<file path="src/gsa_pkg.sv">
package gsa_pkg;

   // Clock and time base
   localparam int unsigned CLK_PERIOD_NS = 8;
   localparam int unsigned ONE_SEC_NS = 1000000000;
   localparam int unsigned SEC_CYCLES = ONE_SEC_NS / CLK_PERIOD_NS;
   // Pulse spacing tolerance, either side of one second
   localparam int unsigned PPS_TOL_NS = 1000;
   localparam int unsigned TOL_CYCLES = PPS_TOL_NS / CLK_PERIOD_NS;
   localparam int unsigned SECS_PER_MIN = 60;
   // Length of a master's recovery window in seconds
   localparam int unsigned RECOV_SECS = 5;

   // Recovery interval in minutes
   localparam logic [10:0] INTERVAL_MIN = 11'h005;
   localparam logic [10:0] INTERVAL_MAX = 11'h5a0;
   localparam logic [10:0] INTERVAL_RST = 11'h00f;

   // Dwell times in milliseconds
   localparam logic [15:0] ADAPT_DWELL_MS = 16'h003c;
   localparam logic [15:0] DWELL_RST_MS = 16'h0014;

   // Pulse runs: one good interval is proper, two means three pulses
   localparam logic [1:0] RUN_PROPER = 2'h1;
   localparam logic [1:0] RUN_THREE = 2'h2;

   // Relay source selections
   localparam logic [3:0] SEL_NONE = 4'h0;
   localparam logic [3:0] SEL_RESERVED = 4'h6;
   localparam logic [3:0] SEL_LAST_IN = 4'ha;
   localparam logic [3:0] SEL_ANY = 4'hb;

   // Alarm vector bit positions (input n sits at bit n-1)
   localparam int unsigned ALM_GPS = 4;
   localparam int unsigned ALM_RSV = 5;

   typedef enum logic [1:0] {
      CTRL_OFF = 2'b00,
      CTRL_ON = 2'b01,
      CTRL_AUTO = 2'b10
   } gsa_ctrl_e;

   typedef enum logic [1:0] {
      SRC_GPS = 2'b00,
      SRC_INTERNAL = 2'b01,
      SRC_CHAIN = 2'b10,
      SRC_RECOVERY = 2'b11
   } gsa_src_e;

   typedef struct packed {
      logic auto_en;
      logic [10:0] interval_min;
      logic [2:0][3:0] relay_sel;
      logic [2:0][1:0] relay_ctrl;
      logic adaptive_dwell;
      logic [15:0] dwell_ms;
   } gsa_cfg_s;

   typedef struct packed {
      logic [3:0] contact_closed;
      logic left_supply_overtemp;
      logic right_supply_overtemp;
      logic left_supply_fail;
      logic right_supply_fail;
   } gsa_alarm_s;

   localparam gsa_cfg_s CFG_RST = '{
      auto_en: 1'b1,
      interval_min: INTERVAL_RST,
      relay_sel: {3{SEL_NONE}},
      relay_ctrl: {3{CTRL_AUTO}},
      adaptive_dwell: 1'b0,
      dwell_ms: DWELL_RST_MS
   };

endpackage : gsa_pkg

</file>
<file path="src/gsa_pps_check.sv">
module gsa_pps_check #(
   parameter int unsigned PERIOD = gsa_pkg::SEC_CYCLES,
   parameter int unsigned TOL = gsa_pkg::TOL_CYCLES
) (
   input wire logic ref_clk,
   input wire logic reset_n,
   input wire logic pps_in,
   output logic pps_edge_r,
   output logic [1:0] good_run_r
);

   localparam logic [31:0] WIN_LO = 32'(PERIOD - TOL);
   localparam logic [31:0] WIN_HI = 32'(PERIOD + TOL);

   logic pps_d_r;
   logic started_r;
   logic [31:0] cnt_r;
   logic rise;

   assign rise = pps_in & ~pps_d_r;

   // Edge detect of the pulse input
   always_ff @(posedge ref_clk or negedge reset_n) begin
      if (!reset_n) begin
         pps_d_r <= 1'b0;
         pps_edge_r <= 1'b0;
      end else begin
         pps_d_r <= pps_in;
         pps_edge_r <= rise;
      end
   end

   always_ff @(posedge ref_clk or negedge reset_n) begin
      if (!reset_n) begin
         started_r <= 1'b0;
         cnt_r <= 32'h0000_0000;
         good_run_r <= 2'h0;
      end else if (rise) begin
         started_r <= 1'b1;
         // Count from one so the count equals the spacing at the next rise
         cnt_r <= 32'h0000_0001;
         if (started_r && cnt_r >= WIN_LO && cnt_r <= WIN_HI) begin
            if (good_run_r != 2'h3) begin
               good_run_r <= good_run_r + 2'h1;
            end
         end else begin
            good_run_r <= 2'h0;
         end
      end else if (started_r) begin
         // A missing pulse ends the run; wait for a fresh first pulse
         if (cnt_r > WIN_HI) begin
            started_r <= 1'b0;
            good_run_r <= 2'h0;
         end else begin
            cnt_r <= cnt_r + 32'h0000_0001;
         end
      end
   end
endmodule : gsa_pps_check

</file>
<file path="src/gsa_relay_sel.sv">
module gsa_relay_sel (
   input wire logic ref_clk,
   input wire logic reset_n,
   input wire logic [9:0] alarms,
   input wire logic [3:0] sel,
   input wire logic [1:0] ctrl,
   output logic relay_on_r
);

   logic auto_on;
   logic [3:0] idx;

   assign idx = sel - 4'h1;

   always_comb begin
      auto_on = 1'b0;
      if (sel == gsa_pkg::SEL_ANY) begin
         auto_on = |alarms;
      end else if (sel != gsa_pkg::SEL_NONE && sel != gsa_pkg::SEL_RESERVED
                   && sel <= gsa_pkg::SEL_LAST_IN) begin
         auto_on = alarms[idx];
      end
   end

   always_ff @(posedge ref_clk or negedge reset_n) begin
      if (!reset_n) begin
         relay_on_r <= 1'b0;
      end else begin
         unique case (ctrl)
            gsa_pkg::CTRL_OFF: relay_on_r <= 1'b0;
            gsa_pkg::CTRL_ON: relay_on_r <= 1'b1;
            gsa_pkg::CTRL_AUTO: relay_on_r <= auto_on;
            default: relay_on_r <= 1'b0; // Code 3 is illegal
         endcase
      end
   end
endmodule : gsa_relay_sel

</file>
<file path="src/gsa_top.sv">
// Operation
// - Pulse proper only when one second apart
// - Chain cable present means slave, else master
// - Bad master pulses: internal sync, also out
// - Bad slave pulses: follow and forward chain
// - Slave reverts after three good pulses
// - Master checks only in quiet recovery
// - Manual recovery runs whatever auto setting
// - Auto recovery enable, enabled after reset
// - Auto interval 5 to 1440 minutes, 15
// - Slave ignores manual and auto recovery
// - Four contact inputs active when closed
// - Inputs 7-10 supply temperature and failure
// - Input 5 shows proper receiver pulses
// - Input 6 reserved, never fires output
// - Three relays, common to open/closed
// - Auto selection: input, none or any
// - Selections reset to none
// - Control off, on, auto; resets auto
// - Inputs, outputs and settings readable
// - Adaptive dwell fixes dwell at 60 ms
module gsa_top #(
   parameter int unsigned SEC_CYCLES = gsa_pkg::SEC_CYCLES,
   parameter int unsigned TOL_CYCLES = gsa_pkg::TOL_CYCLES
) (
   input wire logic ref_clk,
   input wire logic reset_n,
   input wire logic gps_pps,
   input wire logic chain_cable_present,
   input wire logic chain_gps_pps,
   input wire logic chain_sync,
   input wire gsa_pkg::gsa_alarm_s alarm_pins,
   input wire logic manual_recovery_req,
   input wire logic cfg_load,
   input wire gsa_pkg::gsa_cfg_s cfg_in,
   output gsa_pkg::gsa_cfg_s cfg_r,
   output logic sync_out_r,
   output logic gps_pps_fwd_r,
   output gsa_pkg::gsa_src_e src_r,
   output logic is_slave_r,
   output logic pps_proper_r,
   output logic [9:0] alarm_in_state_r,
   output logic [2:0] relay_on,
   output logic [15:0] dwell_ms_eff_r
);

   logic pps_sel;
   logic pps_edge;
   logic [1:0] good_run;
   logic [31:0] sec_cnt_r;
   logic sec_tick_r;
   logic [5:0] min_sec_r;
   logic min_tick_r;
   logic [10:0] auto_min_r;
   logic [2:0] rec_sec_r;
   logic rec_done;
   logic auto_fire;
   logic start_rec;
   logic proper;
   logic three_ok;
   logic [10:0] interval_clamped;
   gsa_pkg::gsa_src_e src_nxt;

   // Slave watches receiver lines that arrive over the chain
   assign pps_sel = is_slave_r ? chain_gps_pps : gps_pps;
   assign proper = good_run >= gsa_pkg::RUN_PROPER;
   assign three_ok = good_run >= gsa_pkg::RUN_THREE;

   gsa_pps_check #(
      .PERIOD(SEC_CYCLES),
      .TOL(TOL_CYCLES)
   ) u_check (
      .ref_clk(ref_clk),
      .reset_n(reset_n),
      .pps_in(pps_sel),
      .pps_edge_r(pps_edge),
      .good_run_r(good_run)
   );

   // out of range intervals clamp to the limits
   always_comb begin
      interval_clamped = cfg_in.interval_min;
      if (cfg_in.interval_min < gsa_pkg::INTERVAL_MIN) begin
         interval_clamped = gsa_pkg::INTERVAL_MIN;
      end else if (cfg_in.interval_min > gsa_pkg::INTERVAL_MAX) begin
         interval_clamped = gsa_pkg::INTERVAL_MAX;
      end
   end

   // settings read back from this register
   always_ff @(posedge ref_clk or negedge reset_n) begin
      if (!reset_n) begin
         cfg_r <= gsa_pkg::CFG_RST;
      end else if (cfg_load) begin
         cfg_r <= cfg_in;
         cfg_r.interval_min <= interval_clamped;
      end
   end

   always_ff @(posedge ref_clk or negedge reset_n) begin
      if (!reset_n) begin
         is_slave_r <= 1'b0;
      end else begin
         is_slave_r <= chain_cable_present;
      end
   end

   // Second tick doubles as the internal sync source
   always_ff @(posedge ref_clk or negedge reset_n) begin
      if (!reset_n) begin
         sec_cnt_r <= 32'h0000_0000;
         sec_tick_r <= 1'b0;
      end else if (sec_cnt_r == 32'(SEC_CYCLES - 1)) begin
         sec_cnt_r <= 32'h0000_0000;
         sec_tick_r <= 1'b1;
      end else begin
         sec_cnt_r <= sec_cnt_r + 32'h0000_0001;
         sec_tick_r <= 1'b0;
      end
   end

   // Minute tick from second ticks
   always_ff @(posedge ref_clk or negedge reset_n) begin
      if (!reset_n) begin
         min_sec_r <= 6'h00;
         min_tick_r <= 1'b0;
      end else if (is_slave_r || !cfg_r.auto_en || rec_done || start_rec) begin
         // Restart with the interval timer, else a start comes a minute early
         min_sec_r <= 6'h00;
         min_tick_r <= 1'b0;
      end else begin
         min_tick_r <= 1'b0;
         if (sec_tick_r) begin
            if (min_sec_r == 6'(gsa_pkg::SECS_PER_MIN - 1)) begin
               min_sec_r <= 6'h00;
               min_tick_r <= 1'b1;
            end else begin
               min_sec_r <= min_sec_r + 6'h01;
            end
         end
      end
   end

   // recovery starts only for a master
   // manual start independent of auto enable
   assign auto_fire = min_tick_r && cfg_r.auto_en
                      && auto_min_r == cfg_r.interval_min - 11'h001;
   assign start_rec = !is_slave_r && src_r != gsa_pkg::SRC_RECOVERY
                      && (manual_recovery_req || auto_fire);
   assign rec_done = src_r == gsa_pkg::SRC_RECOVERY && sec_tick_r
                     && rec_sec_r == 3'(gsa_pkg::RECOV_SECS - 1);

   always_ff @(posedge ref_clk or negedge reset_n) begin
      if (!reset_n) begin
         auto_min_r <= 11'h000;
      end else if (is_slave_r || !cfg_r.auto_en || rec_done || start_rec) begin
         auto_min_r <= 11'h000;
      end else if (min_tick_r && src_r != gsa_pkg::SRC_RECOVERY) begin
         auto_min_r <= auto_min_r + 11'h001;
      end
   end

   always_ff @(posedge ref_clk or negedge reset_n) begin
      if (!reset_n) begin
         rec_sec_r <= 3'h0;
      end else if (src_r != gsa_pkg::SRC_RECOVERY) begin
         rec_sec_r <= 3'h0;
      end else if (sec_tick_r) begin
         rec_sec_r <= rec_sec_r + 3'h1;
      end
   end

   // Source selection; master returns to receiver only via recovery
   always_comb begin
      src_nxt = src_r;
      unique case (src_r)
         gsa_pkg::SRC_GPS: begin
            if (is_slave_r) begin
               if (!proper) src_nxt = gsa_pkg::SRC_CHAIN;
            end else if (start_rec) begin
               // a requested recovery is never lost
               src_nxt = gsa_pkg::SRC_RECOVERY;
            end else if (!proper) begin
               // master falls back to internal clock
               src_nxt = gsa_pkg::SRC_INTERNAL;
            end
         end
         gsa_pkg::SRC_INTERNAL: begin
            if (is_slave_r) begin
               src_nxt = three_ok ? gsa_pkg::SRC_GPS : gsa_pkg::SRC_CHAIN;
            end else if (start_rec) begin
               src_nxt = gsa_pkg::SRC_RECOVERY;
            end
         end
         gsa_pkg::SRC_CHAIN: begin
            if (!is_slave_r) begin
               src_nxt = start_rec ? gsa_pkg::SRC_RECOVERY
                                   : gsa_pkg::SRC_INTERNAL;
            end else if (three_ok) begin
               src_nxt = gsa_pkg::SRC_GPS;
            end
         end
         gsa_pkg::SRC_RECOVERY: begin
            if (is_slave_r) begin
               src_nxt = gsa_pkg::SRC_CHAIN;
            end else if (rec_done) begin
               // validity judged at end of window
               src_nxt = proper ? gsa_pkg::SRC_GPS : gsa_pkg::SRC_INTERNAL;
            end
         end
      endcase
   end

   always_ff @(posedge ref_clk or negedge reset_n) begin
      if (!reset_n) begin
         src_r <= gsa_pkg::SRC_INTERNAL;
      end else begin
         src_r <= src_nxt;
      end
   end

   // Sync output per source; silent during recovery
   // internal sync driven out
   always_ff @(posedge ref_clk or negedge reset_n) begin
      if (!reset_n) begin
         sync_out_r <= 1'b0;
         gps_pps_fwd_r <= 1'b0;
      end else begin
         gps_pps_fwd_r <= pps_sel; // Next slave monitors these lines
         unique case (src_r)
            gsa_pkg::SRC_GPS: sync_out_r <= pps_edge;
            gsa_pkg::SRC_INTERNAL: sync_out_r <= sec_tick_r;
            gsa_pkg::SRC_CHAIN: sync_out_r <= chain_sync;
            gsa_pkg::SRC_RECOVERY: sync_out_r <= 1'b0;
         endcase
      end
   end

   // supply alarms on inputs 7 to 10
   always_ff @(posedge ref_clk or negedge reset_n) begin
      if (!reset_n) begin
         alarm_in_state_r <= 10'h000;
         pps_proper_r <= 1'b0;
      end else begin
         pps_proper_r <= proper;
         alarm_in_state_r <= {alarm_pins.right_supply_fail,
                              alarm_pins.left_supply_fail,
                              alarm_pins.right_supply_overtemp,
                              alarm_pins.left_supply_overtemp,
                              1'b0, proper,
                              alarm_pins.contact_closed};
      end
   end

   for (genvar i = 0; i < 3; i++) begin : g_relay
      gsa_relay_sel u_relay (
         .ref_clk(ref_clk),
         .reset_n(reset_n),
         .alarms(alarm_in_state_r),
         .sel(cfg_r.relay_sel[i]),
         .ctrl(cfg_r.relay_ctrl[i]),
         .relay_on_r(relay_on[i])
      );
   end

   always_ff @(posedge ref_clk or negedge reset_n) begin
      if (!reset_n) begin
         dwell_ms_eff_r <= gsa_pkg::DWELL_RST_MS;
      end else begin
         dwell_ms_eff_r <= cfg_r.adaptive_dwell ? gsa_pkg::ADAPT_DWELL_MS
                                                : cfg_r.dwell_ms;
      end
   end
endmodule : gsa_top

</file>
<file path="config.mk">
export PLATFORM = sky130hd
export DESIGN_NAME = gsa_top
export DESIGN_NICKNAME = d
export VERILOG_FILES = /design/src/gsa_pkg.sv /design/src/gsa_pps_check.sv /design/src/gsa_relay_sel.sv /design/src/gsa_top.sv
export SDC_FILE = /design/constraint.sdc
export NUM_CORES = 1
export LEC_CHECK = 0
export ABC_AREA = 1
export BUFFER_PORTS_ARGS = -buffer_cell sky130_fd_sc_hd__buf_4
export CAP_MARGIN = 20
export CORE_UTILIZATION = 40
export CTS_BUF_LIST = sky130_fd_sc_hd__clkbuf_4 sky130_fd_sc_hd__clkbuf_8 sky130_fd_sc_hd__clkbuf_16
export DETAILED_ROUTE_END_ITERATION = 6
export SLEW_MARGIN = 0
export SYNTH_ARGS = -nofsm -noshare
export SYNTH_HDL_FRONTEND = slang
export SYNTH_HIERARCHICAL = 1
export SYNTH_SLANG_ARGS = --single-unit
</file>
<file path="constraint.sdc">
create_clock -name ref_clk -period 1.9 [get_ports ref_clk]
set_input_delay 0.19 -clock ref_clk [delete_from_list [all_inputs] [get_ports ref_clk]]
set_output_delay 0.19 -clock ref_clk [all_outputs]
set_load 0.005 [all_outputs]
</file>
==> results by group <==
Power
  – Cell area power density: 712 nW/um2
  – Switching Power: 2.64 mW
  – Register share of total power: 0.430
  – Leakage power: 6.67 nW
  – Peak supply drop: 0.518 mV
  – Switching power as a share of total power: 0.277
  – Clock group share of total power: 0.378
  – Internal: 6.89 mW
  – Combinational share of power: 0.192

Final layout
  – Number of antenna repair diodes: 0
  – Fin area: 13400 um2
  – Register Area: 4310 um2
  – Commonest cells after routing, fill and taps aside: nand2_1, buf_4, inv_1, dfrtp_1, nor2_1
  – Filler cell count in the final layout: 2235
  – Signed area change from the synthesized netlist to the final layout: 37.2%
  – Area of combinational cells with multiple inputs: 4980 um2
  – Most frequent standard cell in the layout excluding fill and tap cells: nand2_1
  – Non-Filler Instances: 1914
  – Share of cells above drive strength 1: 0.267
  – NumNets Final: 1673

Synthesis
  – Mapped cell area: 9760 um2
  – Number of flops mapped to enable cells by yosys: 0
  – Average cell area after synthesis: 7.57 um2
  – Post-synthesis sequential element count: 171
  – Share of synthesized area occupied by flip-flops and latches: 0.440
  – Warnings, synthesis: 6
  – Mapped Cells: 1289
  – Predominant post-synthesis flop cell: dfrtp_1
  – Fraction of registers with async set/reset: 1.00
  – Distinct cell type count after synthesis: 51

Timing
  – Clock period minus worst slack: 2.11 ns
  – Setup repair after global routing missed its margin: yes
  – Final clock period utilization by the worst path: 1.11
  – Final-report setup violation count: 20
  – Number of hold-slack violations in the final timing report: 0
  – Final worst clock skew: 0.0129 ns
  – Final setup slack of the worst path: -0.213 ns
  – Max-slew violation count: 0
  – Peak clock frequency supported by timing: 473 MHz

CTS
  – Total number of H-tree levels: 4
  – Clk root buf: clkbuf_16
  – Maximum clock insertion buffer count: 2
  – Number of buffers created by CTS: 17
  – Clock tree from TritonCTS: built
  – CTS clock-pin slew for the worst setup and hold paths: 0.07 ns
  – TritonCTS Sinks: 171
  – Worst skew pair latency: 0.43 ns

Critical path
  – Crit path buffers/inverters: 2
  – Highest cell delay on the worst timing path: 0.53 ns
  – Cell class contributing the biggest share of worst-path delay: simple AND/OR/NAND/NOR gates
  – Kind of launch point of the worst setup path: register
  – Master of the slowest instance on the critical path: dfstp_2
  – Cell-by-cell trace of the critical path: inv_2, ha_4, nand2_2, nand2_1, nor2_1, nand2_1, nor2_1, nand2_1, nor2_1, nand3_1, o21bai_2, nand2_2, nand2_4, buf_6, nor3b_2
  – Nature of the critical path endpoint: register
  – Critical path peak fanout: 7
  – Required time at the worst-slack endpoint: 2.21 ns
  – Critical path data arrival time: 2.42 ns
  – Start-to-end type of the worst setup path: reg2reg

Global routing
  – Vias in the first global route: 8536
  – Initial antenna violation count: 0
  – Maximum number of pins on one net before global-route repair: 61
  – GRT overflow: 0
  – All-layer global routing usage: 0.214
  – Wire length of the first global-routing pass: 42200 um

Drt
  – Iteration-0 DRC Markers: 493
  – Antenna Nets Post-Route: 0
  – Routed wirelength normalized by instance count: 13.7 um
  – Avg Vias per Cell: 4.76
  – Post-route DRC violation count: 0
  – Count of TritonRoute iterations in the first routing pass: 4
  – WL final: 26300 um
  – Overall via count from detail_route: 9112

Worst hold path
  – Min-Delay Path Class: in2reg

Run status
  – Failing checks: negative setup slack
  – Result of the run: complete, but fails checks

Place
  – Routability congestion estimate from global placement: 0.922
  – Port buffer count: 143
  – Post-detail-place hpwl: 19000 um
  – Post-place instance area: 11800 um2
  – Placed Instances: 1806

Floorplanning
  – Placeable core region: 23700 um2
  – Standard-cell rows: 56
  – Initial Utilization: 0.412
  – Die outline area: 25000 um2
  – Number of ports placed on the die boundary: 145
  – Height of the die: 158 um
  – Die Span X: 158 um

Flow run
  – # Max-Cap Violations: 0
[power by group through the flow]
| stage | clock [mW] | sequential, mW | combinational, mW |
|---|---|---|---|
| floorplan | 0 | 4.15 | 0.817 |
| global placement | 0 | 4.15 | 1.63 |
| detailed placement | 0 | 4.15 | 1.65 |
| CTS | 3.71 | 4.08 | 1.76 |
| global route | 3.85 | 4.13 | 2.07 |
| finish | 3.60 | 4.09 | 1.83 |
[Yosys cell counts (all sizes together) (10+ instances only)]
cell type  instances  area (um2)
nand2            387        1480
ha                28         350
nand3            104         546
nor3              23         120
dfrtp            158        3950
o21ai             55         275
dfstp             13         342
xor2              38         333
nor2             167         687
buf               10        80.1
nand4             22         150
nor4              16         128
a21oi             19         118
clkbuf            15        57.6
xnor2             10        87.6
inv              172         646
o31ai             16         125
[worst paths after layout]
check	startpoint	end	slack, ns	cells past startpoint
setup / recovery	cfg_r[35]	auto_min_r[7]	-0.21	15
hold / removal	gps_pps	u_check/pps_d_r	0.02	3
setup reg to reg	cfg_r[35]	auto_min_r[7]	-0.21	15
hold reg to reg	u_check/pps_d_r	u_check/pps_edge_r	0.46	1
max in group asynchronous	reset_n	cfg_r[46]	1.09	3
min in group asynchronous	reset_n	cfg_r[32]	0.17	2
[per-stage QoR]
step	util	TNS (ns)	setup WS (ns)	hold slack, ns	total power, mW
2_1_floorplan	-	-1.80	-0.120	-0.106	4.96
3_3_place_gp	0.497	-3.52	-0.209	0.0518	5.78
3_5_place_dp	0.497	-3.96	-0.227	0.0505	5.80
4_1_cts	0.542	-3.18	-0.183	0.00369	9.56
5_1_grt	0.565	-7.91	-0.415	0.00828	10.1
6_report	0.565	-3.51	-0.213	0.0223	9.53
[state kept, by name, indices dropped and copies added, names as in the netlist, 2 cells and up]
name,cells
alarm_in_state_r,9
auto_min_r,11
cfg_r,47
dwell_ms_eff_r,16
g_relay.u_relay/relay_on_r,3
min_sec_r,6
rec_sec_r,3
sec_cnt_r,32
src_r,2
u_check/cnt_r,32
u_check/good_run_r,2
[metal layers]
| layer | routed length [um] | track usage | share of wire |
|---|---|---|---|
| met1 | 12200 | 0.284 | 0.46 |
| met2 | 13000 | 0.366 | 0.49 |
| met3 | 911 | 0.0342 | 0.035 |
| met4 | 204 | 0.0444 | 0.0078 |
| met5 | 0 | 0 | 0 |
[cell families (layout without fill, tap and decap cells)]
| group | Yosys count | count (layout) | synth area share |
|---|---|---|---|
| compound gates | 107 | 107 | 0.0678 |
| xor+xnor | 48 | 48 | 0.0431 |
| fa+ha+maj | 28 | 28 | 0.0359 |
| buf+inv | 197 | 497 | 0.0803 |
| flops | 171 | 171 | 0.440 |
| other cells | 1 | 7 | 0.000384 |
| simple gates | 737 | 737 | 0.332 |
[what timing repair did]
| item | in CTS | in global routing |
|---|---|---|
| gates cloned | 0 | 2 |
| hold endpoints to repair | 202 | 0 |
| buffers inserted | 0 | 30 |
| hold buffers | 44 | 0 |
| setup endpoints to repair | 20 | 70 |
| resized for setup | 10 | 80 |
| pin swaps | 8 | 30 |
[area by class of cell]
| type | instances | area share |
|---|---|---|
| Sequential cell | 171 | 0.322 |
| Timing Repair Buffer | 293 | 0.182 |
| Multi-Input combinational cell | 927 | 0.372 |
| Tap cell | 319 | 0.0298 |
| Inverter | 172 | 0.0482 |
| Clock buffer | 22 | 0.0346 |
| Clock inverter | 10 | 0.0107 |
[tightest hold or removal path, stage by stage]
cell	delay, ns
buf_4	0.07
nand2_1	0.04
nand2_1	0.09
No activity file was read; power rests on OpenSTA's default activity.
